### src/include/ppm_pkg.sv
// Package: pin map, unit codes, priority codes and reset values for the pin mux
package ppm_pkg;

  // Pin and unit counts (port0 0..7, port1 8..15, port2 16..20)
  localparam int PPM_PINS = 21;
  localparam int PPM_P0_PINS = 8;
  localparam int PPM_ADC_PINS = 8;
  localparam int PPM_UNITS = 5;
  localparam int PPM_SIGS = 4;
  localparam int PPM_FLOW_SIGS = 2;

  // Arbitrated unit codes
  localparam logic [2:0] PPM_S0 = 3'h0;
  localparam logic [2:0] PPM_S1 = 3'h1;
  localparam logic [2:0] PPM_T1 = 3'h2;
  localparam logic [2:0] PPM_T3 = 3'h3;
  localparam logic [2:0] PPM_T4 = 3'h4;

  // Signals per unit, and unused map slot
  localparam logic [2:0] PPM_SIG_CNT [PPM_UNITS] = '{3'h4, 3'h4, 3'h3, 3'h2, 3'h2};
  localparam logic [4:0] PPM_NO_PIN = 5'h1F;

  // Pin of each unit signal, location 1 (serial: SCK/RTS, SS/CTS, MOSI/TX, MISO/RX)
  localparam logic [4:0] PPM_MAP_ALT1 [PPM_UNITS][PPM_SIGS] = '{
    '{5'h05, 5'h04, 5'h03, 5'h02},
    '{5'h03, 5'h02, 5'h04, 5'h05},
    '{5'h02, 5'h03, 5'h04, PPM_NO_PIN},
    '{5'h0B, 5'h0C, PPM_NO_PIN, PPM_NO_PIN},
    '{5'h08, 5'h09, PPM_NO_PIN, PPM_NO_PIN}};

  // Pin of each unit signal, location 2
  localparam logic [4:0] PPM_MAP_ALT2 [PPM_UNITS][PPM_SIGS] = '{
    '{5'h0B, 5'h0A, 5'h0D, 5'h0C},
    '{5'h0D, 5'h0C, 5'h0E, 5'h0F},
    '{5'h0A, 5'h09, 5'h08, PPM_NO_PIN},
    '{5'h0E, 5'h0F, PPM_NO_PIN, PPM_NO_PIN},
    '{5'h10, 5'h13, PPM_NO_PIN, PPM_NO_PIN}};

  // Audio serial pins: clock, word select, RX, TX
  localparam logic [4:0] PPM_AUD_ALT1 [PPM_SIGS] = '{5'h01, 5'h00, 5'h0F, 5'h0E};
  localparam logic [4:0] PPM_AUD_ALT2 [PPM_SIGS] = '{5'h13, 5'h12, 5'h11, 5'h10};

  // Fixed function pins
  localparam logic [4:0] PPM_DBG_CLK_PIN = 5'h12;
  localparam logic [4:0] PPM_DBG_DATA_PIN = 5'h11;
  localparam logic [PPM_PINS-1:0] PPM_XTAL_PINS = 21'h180000;

  // Port0 priority field codes
  localparam logic [1:0] PPM_P0_S0_FIRST = 2'h0;
  localparam logic [1:0] PPM_P0_S1_FIRST = 2'h1;
  localparam logic [1:0] PPM_P0_T1_OVER_S1 = 2'h2;
  localparam int PPM_P0_T1_BIT = 1;

  // Port1 priority bit positions in the packed 4-bit vector
  localparam int PPM_P1_B0 = 0;
  localparam int PPM_P1_B1 = 1;
  localparam int PPM_P1_B2 = 2;
  localparam int PPM_P1_B3 = 3;

  // Reset values
  localparam logic [PPM_PINS-1:0] PPM_PIN_RST = 21'h000000;
  localparam logic [PPM_SIGS-1:0] PPM_SIG_RST = 4'h0;

  // Owner of a pin after all overrides
  typedef enum logic [2:0] {
    PPM_OWN_GPIO = 3'b000,
    PPM_OWN_PERIPH = 3'b001,
    PPM_OWN_AUDIO = 3'b010,
    PPM_OWN_DEBUG = 3'b011,
    PPM_OWN_ANALOG = 3'b100
  } ppm_owner_type;

endpackage

### src/hdl/ppm_pin_mux.sv
// Peripheral pin location mux for ports 0, 1 and 2
//
// Functional notes
// - Pin goes to an arbitrated peripheral only when its function select bit is 1.
// - Each serial unit and timer has a location bit picking location 1 or 2.
// - Serial unit zero pin order per location and mode.
// - Serial unit one pin order per location and mode.
// - Timer one channels 0..2 on port0 2..4 or port1 2..0.
// - Timer three channels 0,1 on port1 3,4 or port1 6,7.
// - Timer four channels 0,1 on port1 0,1 or port2 0,3.
// - Analogue, crystal and debug pins sit at fixed positions; audio has a location bit picking location 1 or 2.
// - Port0 priority field orders serial units and timer one on port0.
// - Serial zero UART without flow frees port0 bits 4,5.
// - Serial one UART without flow frees port0 bits 3,2.
// - Port1 bits 3,0 both low: serial zero wins port1 conflicts.
// - Port1 bit3 high, bit2 low: serial one beats serial zero and timer three.
// - Port1 bit1 low, bit0 high: timer one beats timer four and serial zero.
// - Port1 bit2 high: timer three beats serial one.
// - Port1 bit1 high: timer four beats timer one.
// - Enabled audio owns its pins over all but debug, even on GPIO pins.
// - Debug overrides select on its pins and drives data direction.
`timescale 1ns/1ps
module ppm_pin_mux
(
  // Clock and reset
  input wire logic core_clk,
  input wire logic rst,
  // Function select
  input wire logic [7:0] pin_function_select_p0,
  input wire logic [7:0] pin_function_select_p1,
  input wire logic [4:0] pin_function_select_p2,
  // Location control
  input wire logic serial0_location_bit,
  input wire logic serial1_location_bit,
  input wire logic timer_one_location_bit,
  input wire logic timer_three_location_bit,
  input wire logic timer_four_location_bit,
  input wire logic audio_location_bit,
  // Priority control
  input wire logic [1:0] port0_priority_field,
  input wire logic port1_priority_bit3,
  input wire logic port1_priority_bit2,
  input wire logic port1_priority_bit1,
  input wire logic port1_priority_bit0,
  // Unit modes and overrides
  input wire logic serial_unit_zero_uart_mode,
  input wire logic serial_unit_zero_flow_enable,
  input wire logic serial_unit_one_uart_mode,
  input wire logic serial_unit_one_flow_enable,
  input wire logic audio_enable,
  input wire logic debug_enable,
  input wire logic crystal_pin_enable,
  input wire logic [ppm_pkg::PPM_ADC_PINS-1:0] analogue_input_enable,
  // General purpose side
  input wire logic [ppm_pkg::PPM_PINS-1:0] gpio_out,
  input wire logic [ppm_pkg::PPM_PINS-1:0] gpio_oe,
  output logic [ppm_pkg::PPM_PINS-1:0] gpio_in,
  // Serial unit zero
  input wire logic [3:0] serial_unit_zero_out,
  input wire logic [3:0] serial_unit_zero_oe,
  output logic [3:0] serial_unit_zero_in,
  // Serial unit one
  input wire logic [3:0] serial_unit_one_out,
  input wire logic [3:0] serial_unit_one_oe,
  output logic [3:0] serial_unit_one_in,
  // Timers
  input wire logic [2:0] timer_one_out,
  input wire logic [2:0] timer_one_oe,
  output logic [2:0] timer_one_in,
  input wire logic [1:0] timer_three_out,
  input wire logic [1:0] timer_three_oe,
  input wire logic [1:0] timer_four_out,
  input wire logic [1:0] timer_four_oe,
  // Audio serial interface
  input wire logic [3:0] audio_out,
  input wire logic [3:0] audio_oe,
  output logic [3:0] audio_in,
  // Debug interface
  input wire logic debug_data_pin_out,
  input wire logic debug_data_pin_oe,
  output logic debug_data_pin_in,
  output logic debug_clock_pin_in,
  // Package pins
  input wire logic [ppm_pkg::PPM_PINS-1:0] pin_in,
  output logic [ppm_pkg::PPM_PINS-1:0] pin_out,
  output logic [ppm_pkg::PPM_PINS-1:0] pin_oe,
  output logic [ppm_pkg::PPM_PINS-1:0] pin_analog
);
  import ppm_pkg::*;

  logic [PPM_PINS-1:0] pin_meta_q, pin_sync_q;
  logic [PPM_PINS-1:0] sel_all;
  logic [3:0] p1_prio;
  logic [PPM_UNITS-1:0] per_loc, no_flow;
  logic [PPM_SIGS-1:0] per_out [PPM_UNITS];
  logic [PPM_SIGS-1:0] per_oe [PPM_UNITS];
  logic [PPM_PINS-1:0] claim [PPM_UNITS];
  logic [1:0] fsel [PPM_UNITS][PPM_PINS];
  logic [2:0] win [PPM_PINS];
  ppm_owner_type own [PPM_PINS];
  logic [PPM_PINS-1:0] out_d, oe_d, ana_d, pin_out_q, pin_oe_q, pin_ana_q;
  logic [PPM_SIGS-1:0] in_d [PPM_UNITS];
  logic [PPM_SIGS-1:0] in_q [PPM_UNITS];
  logic [PPM_SIGS-1:0] aud_in_d, aud_in_q;
  logic dbg_data_d, dbg_clk_d, dbg_data_q, dbg_clk_q;

  // Flatten configuration into per-unit arrays
  assign sel_all = {pin_function_select_p2, pin_function_select_p1, pin_function_select_p0};
  assign p1_prio = {port1_priority_bit3, port1_priority_bit2,
                    port1_priority_bit1, port1_priority_bit0};
  assign per_loc = {timer_four_location_bit, timer_three_location_bit,
                    timer_one_location_bit, serial1_location_bit, serial0_location_bit};
  assign no_flow = {3'h0, serial_unit_one_uart_mode & ~serial_unit_one_flow_enable,
                    serial_unit_zero_uart_mode & ~serial_unit_zero_flow_enable};
  assign per_out = '{serial_unit_zero_out, serial_unit_one_out, {1'b0, timer_one_out},
                     {2'h0, timer_three_out}, {2'h0, timer_four_out}};
  assign per_oe = '{serial_unit_zero_oe, serial_unit_one_oe, {1'b0, timer_one_oe},
                    {2'h0, timer_three_oe}, {2'h0, timer_four_oe}};

  // Pairwise precedence: true when unit a wins over unit b on one pin
  function automatic logic ppm_beats(input logic [2:0] a, input logic [2:0] b,
                                     input logic [1:0] f0, input logic [3:0] f1,
                                     input logic on_p1);
    logic [2:0] lo;
    logic [2:0] hi;
    logic lo_wins;
    lo = (a < b) ? a : b;
    hi = (a < b) ? b : a;
    lo_wins = 1'b1;
    if (!on_p1)
    begin
      if (lo == PPM_S0 && hi == PPM_S1)
        lo_wins = !(f0 == PPM_P0_S1_FIRST || f0 == PPM_P0_T1_OVER_S1);
      if (hi == PPM_T1)
        lo_wins = !f0[PPM_P0_T1_BIT];
    end
    else
    begin
      if (lo == PPM_S0 && hi == PPM_S1)
        lo_wins = !f1[PPM_P1_B3];
      if (lo == PPM_S0 && hi == PPM_T1)
        lo_wins = !f1[PPM_P1_B0];
      if (lo == PPM_S1 && hi == PPM_T3)
        lo_wins = !f1[PPM_P1_B2];
      if (lo == PPM_T1 && hi == PPM_T4)
        lo_wins = !f1[PPM_P1_B1];
    end
    return (a == lo) ? lo_wins : !lo_wins;
  endfunction

  // Claims, arbitration, overrides and input return path
  always_comb
  begin
    int pin;
    logic ok;
    logic found;
    logic any;
    pin = 0;
    ok = 1'b0;
    found = 1'b0;
    any = 1'b0;
    claim = '{default: '0};
    fsel = '{default: '0};
    in_d = '{default: '0};
    aud_in_d = PPM_SIG_RST;
    dbg_data_d = 1'b0;
    dbg_clk_d = 1'b0;
    // Each unit claims the pins of its chosen location; free flow pins stay unclaimed
    for (int k = 0; k < PPM_UNITS; k++)
    begin
      for (int f = 0; f < PPM_SIGS; f++)
      begin
        pin = int'(per_loc[k] ? PPM_MAP_ALT2[k][f] : PPM_MAP_ALT1[k][f]);
        if (f < int'(PPM_SIG_CNT[k]) && !(no_flow[k] && f < PPM_FLOW_SIGS))
        begin
          claim[k][pin] = 1'b1;
          fsel[k][pin] = 2'(f);
        end
      end
    end
    for (int p = 0; p < PPM_PINS; p++)
    begin
      found = 1'b0;
      any = 1'b0;
      win[p] = PPM_S0;
      // Winner beats every other claimant; an inconclusive set falls to the lowest unit
      for (int k = 0; k < PPM_UNITS; k++)
      begin
        any = any | claim[k][p];
        if (claim[k][p] && !found)
        begin
          ok = 1'b1;
          for (int j = 0; j < PPM_UNITS; j++)
            if (j != k && claim[j][p] &&
                !ppm_beats(3'(k), 3'(j), port0_priority_field, p1_prio, p >= PPM_P0_PINS))
              ok = 1'b0;
          if (ok)
          begin
            win[p] = 3'(k);
            found = 1'b1;
          end
        end
      end
      if (!found)
        for (int k = PPM_UNITS - 1; k >= 0; k--)
          if (claim[k][p])
            win[p] = 3'(k);
      own[p] = PPM_OWN_GPIO;
      out_d[p] = gpio_out[p];
      oe_d[p] = gpio_oe[p];
      ana_d[p] = 1'b0;
      if (sel_all[p] && any)
      begin
        own[p] = PPM_OWN_PERIPH;
        out_d[p] = per_out[win[p]][fsel[win[p]][p]];
        oe_d[p] = per_oe[win[p]][fsel[win[p]][p]];
      end
      // Analogue use takes the pin away from GPIO and the arbitrated units; audio and debug still override it
      if ((p < PPM_ADC_PINS && analogue_input_enable[p]) ||
          (crystal_pin_enable && PPM_XTAL_PINS[p]))
      begin
        own[p] = PPM_OWN_ANALOG;
        out_d[p] = 1'b0;
        oe_d[p] = 1'b0;
        ana_d[p] = 1'b1;
      end
    end
    // Audio wins regardless of select, placed after the others to override them
    if (audio_enable)
      for (int f = 0; f < PPM_SIGS; f++)
      begin
        pin = int'(audio_location_bit ? PPM_AUD_ALT2[f] : PPM_AUD_ALT1[f]);
        own[pin] = PPM_OWN_AUDIO;
        out_d[pin] = audio_out[f];
        oe_d[pin] = audio_oe[f];
        ana_d[pin] = 1'b0;
      end
    // Debug last: it overrides even the audio interface
    if (debug_enable)
    begin
      own[PPM_DBG_CLK_PIN] = PPM_OWN_DEBUG;
      out_d[PPM_DBG_CLK_PIN] = 1'b0;
      oe_d[PPM_DBG_CLK_PIN] = 1'b0;
      ana_d[PPM_DBG_CLK_PIN] = 1'b0;
      own[PPM_DBG_DATA_PIN] = PPM_OWN_DEBUG;
      out_d[PPM_DBG_DATA_PIN] = debug_data_pin_out;
      oe_d[PPM_DBG_DATA_PIN] = debug_data_pin_oe;
      ana_d[PPM_DBG_DATA_PIN] = 1'b0;
    end
    // Only the final owner's return path sees the pin level
    for (int p = 0; p < PPM_PINS; p++)
    begin
      case (own[p])
        PPM_OWN_PERIPH: in_d[win[p]][fsel[win[p]][p]] = pin_sync_q[p];
        PPM_OWN_DEBUG:
        begin
          if (p == int'(PPM_DBG_CLK_PIN))
            dbg_clk_d = pin_sync_q[p];
          else
            dbg_data_d = pin_sync_q[p];
        end
        default: ;
      endcase
    end
    for (int f = 0; f < PPM_SIGS; f++)
    begin
      pin = int'(audio_location_bit ? PPM_AUD_ALT2[f] : PPM_AUD_ALT1[f]);
      if (own[pin] == PPM_OWN_AUDIO)
        aud_in_d[f] = pin_sync_q[pin];
    end
  end

  // Two-stage synchroniser for the asynchronous pin levels
  always_ff @(posedge core_clk or posedge rst)
  begin
    if (rst)
    begin
      pin_meta_q <= PPM_PIN_RST;
      pin_sync_q <= PPM_PIN_RST;
    end
    else
    begin
      pin_meta_q <= pin_in;
      pin_sync_q <= pin_meta_q;
    end
  end

  // Registered pin drive, so the pads never see arbitration glitches
  always_ff @(posedge core_clk or posedge rst)
  begin
    if (rst)
    begin
      pin_out_q <= PPM_PIN_RST;
      pin_oe_q <= PPM_PIN_RST;
      pin_ana_q <= PPM_PIN_RST;
    end
    else
    begin
      pin_out_q <= out_d;
      pin_oe_q <= oe_d;
      pin_ana_q <= ana_d;
    end
  end

  // Registered returns to the units
  always_ff @(posedge core_clk or posedge rst)
  begin
    if (rst)
    begin
      in_q <= '{default: PPM_SIG_RST};
      aud_in_q <= PPM_SIG_RST;
      dbg_data_q <= 1'b0;
      dbg_clk_q <= 1'b0;
    end
    else
    begin
      in_q <= in_d;
      aud_in_q <= aud_in_d;
      dbg_data_q <= dbg_data_d;
      dbg_clk_q <= dbg_clk_d;
    end
  end

  // Outputs; GPIO reads see the pin level whatever the owner
  assign pin_out = pin_out_q;
  assign pin_oe = pin_oe_q;
  assign pin_analog = pin_ana_q;
  assign gpio_in = pin_sync_q;
  assign serial_unit_zero_in = in_q[PPM_S0];
  assign serial_unit_one_in = in_q[PPM_S1];
  assign timer_one_in = in_q[PPM_T1][2:0];
  assign audio_in = aud_in_q;
  assign debug_data_pin_in = dbg_data_q;
  assign debug_clock_pin_in = dbg_clk_q;
endmodule

### config.mk
export PLATFORM = sky130hd
export DESIGN_NAME = ppm_pin_mux
export DESIGN_NICKNAME = d
export VERILOG_FILES = /design/src/include/ppm_pkg.sv /design/src/hdl/ppm_pin_mux.sv
export SDC_FILE = /design/constraint.sdc
export NUM_CORES = 1
export LEC_CHECK = 0
export BUFFER_PORTS_ARGS = -buffer_cell sky130_fd_sc_hd__buf_2
export CORE_AREA = 4 4 110 112
export DETAILED_ROUTE_END_ITERATION = 10
export DIE_AREA = 0 0 114 116
export PLACE_DENSITY = 0.82
export SYNTH_ARGS = -nofsm -noshare
export SYNTH_HDL_FRONTEND = slang
export SYNTH_SLANG_ARGS = --single-unit
### constraint.sdc
create_clock -name core_clk -period 4.4 [get_ports core_clk]
set_input_delay 0.66 -clock core_clk [delete_from_list [all_inputs] [get_ports core_clk]]
set_output_delay 0.66 -clock core_clk [all_outputs]
set_load 0.1 [all_outputs]
==> metrics <==
core area 0.0112 mm2; Slew @ Worst Pin 0.954 ns; post-synthesis xor/xnor area fraction less than 1%; post-synthesis mux area share 3.93%; DR WL/cell about 18 um; Ant. Diodes 0; Hold WS between 0.3 and 0.4 ns; worst rel slew slack 36.3%; post-CTS setup buffers 0; WL final 13800 um; Pwr per Cell Area 446 mW/mm2; first-pass GRT wire length 20500 um; Antenna Violating Nets Remaining 0; setup TNS 0 ns; Critical Path AT between 2 and 2.5 ns; worst skew pair latency 0.34 ns; post-route clock period utilization 45.9%; Synth top area share 63.3%; die area between 0.01 and 0.015 mm2; Final Util 53.2%; syn avg cell area 11.6 um2; fill cell count 976; cts bufs inserted 9; initial DRC count between 300 and 400; Post-Syn Instances around 380; grt ovf 0; crit-path max FO 6; Starting Density 39.1%; RSZ-0062 raised after global routing no; slowest CP cell o31ai_1; CP Capture Type register; R2R depth 2; Pins Over Slew Limit 0; IO Pins 254; TritonRoute pass-1 iters 5; commonest non-fill, non-tap cell in the layout buf_2; Chip Height ~120 um; Synth area leader dfrtp_1; input/output buffers around 240; row count 39; Hold WC Path Type reg2reg; WP data required 4.61 ns; Placed Cells 748; R2R setup slack 3.47 ns; Peak supply drop 0.241 mV; vias per cell a little over 5; crit path time final about 2.0 ns; CTS tree done; max_cap viols 0; critical path cell sequence buf_2 -> nor2b_4 -> nor2_1 -> o31ai_1 -> nand4bb_1 -> o21ai_0; Post-route DRC 0; Leakage 0.00309 uW; post-cts resize count 0; commonest cells after routing, fill and taps aside buf_2 (235), dfrtp_1 (111), nand2_1 (45); DPL Wire Length 11100 um; clk_skew 0.00721 ns; Syn-to-layout area delta 36.1%; Via Count 3897; post-synthesis cell area ~0.0044 mm2; largest family of logic cells by synthesized area compound AO/OA/AOI/OAI gates; Synth Warn # 0; Cell variety after synth 49; Final Hold Viols 0; EDFF count, synth 0; DIE WIDTH 114 um; FF+latch count, synth 111; asr flop ratio synth 100%; slack of the critical path 2.38 ns; largest cells by area after synthesis dfrtp_1 (63%), nand2_1 (3.8%), o21ai_0 (3.6%); # setup viols final 0; FF/Latch Area about 0.0028 mm2; antenna violations before repair 0; number of global-route vias before repair 4005; Final nets 769; CTS clk-pin slew, worst paths 0.08 ns; Compound-Gate Fraction of Synth Area 15.3%; CP Launch Type input port; CTS sink count 111; status finished clean; largest net degree at the start of global routing between 70 and 80; gp weighted congestion approximately 0.94; # hold bufs at CTS 0; Primary FF master, synth dfrtp_1; H-tree Lvls 3; multi-input logic area 0.00149 mm2; critical path type in2reg; post-route non-filler standard cell count ~760; pre-CTS WS 2.02 ns; clock buffer depth 2; post-synthesis sequential area ratio 63.3%; adder-cell share of the synthesized area 0%; GRT Total Usage 20.2%; Fmax achieved 0.495 GHz; Synth Area in Simple Gates about an eighth; crit-path max cell delay 0.65 ns; layout cells sized above 1 41.7%; clock root cell clkbuf_16; Hold Crit Depth 0
## worst max-delay path, delay by kind of cell
family	cells	cell delay [ns]
simple gates	3	0.68
buf+inv	1	0.11
compound gates	2	0.76
## cell type report
class | count | share of cell area [%]
well taps | 143 | 3.00
clock buffers | 10 | 4.00
multi-input cells | 245 | 24.9
clock inverters | 6 | 0.901
inverters | 13 | 0.859
flip-flops and latches | 111 | 46.5
repair buffers | 236 | 19.8
## Yosys cell counts, drive strengths merged, types with 2 or more instances
cell type and n:
a211o 2, inv 13, and2 8, a21oi 16, mux2 2, nor2b 19
o21ai 32, a22o 4, o2111ai 3, nor4 2, o21a 3, buf 12
nand2 45, dfrtp 111, a311oi 4, clkbuf 6, o31ai 4, nand4b 2
o22ai 6, nor3 2, a2bb2oi 2, a222oi 2, o2bb2ai 3, nand3b 2
mux2i 15, nand3 8, a221oi 2, nand2b 7, o32ai 2, nor2 17
o221ai 4, a22oi 2
## stage by stage
step	total power, uW	area (um2)
after detailed placement	1900	5680
after CTS	2690	5970
final	2660	5970
after global routing	2780	5970
after floorplan	1710	4430
after global placement	1890	5680
## worst paths after layout
kind / from / end
worst max-delay path: serial_unit_zero_flow_enable / serial_unit_zero_in[1]
min in group asynchronous: rst / pin_out[6]
worst max register to register: gpio_in[4] / serial_unit_zero_in[1]
max in group asynchronous: rst / audio_in[2]
worst min register to register: pin_meta_q[0] / gpio_in[0]
worst min-delay path: pin_meta_q[0] / gpio_in[0]
## where the power goes
group	leakage, uW	internal [uW]	switching (uW)
Sequential	0.00135	1080	20.6
Clock	0.000138	408	374
Combinational	0.00160	141	634
## flip-flops by register name (all words and copies together), names as in the netlist
signal               cells
gpio_in                 21
pin_meta_q              21
pin_oe                  21
pin_out                 21
pin_analog              10
audio_in                 4
serial_unit_one_in       4
serial_unit_zero_in      4
timer_one_in             3
debug_clock_pin_in       1
debug_data_pin_in        1
## metal layers
metal  GRT usage [%]  part of all wire [%]  routed length [um]
met2            35.8                    51                6980
met5               0                     0                   0
met1            23.6                    38                5270
met4            7.13                   2.0                 273
met3            5.85                   9.3                1280
## cell families after synthesis
logic type	count (synthesis)
other cells	1
compound gates	98
xor+xnor	2
flops	111
simple gates	117
buf+inv	31
mux	17
Power figures use the tool's default switching activity.
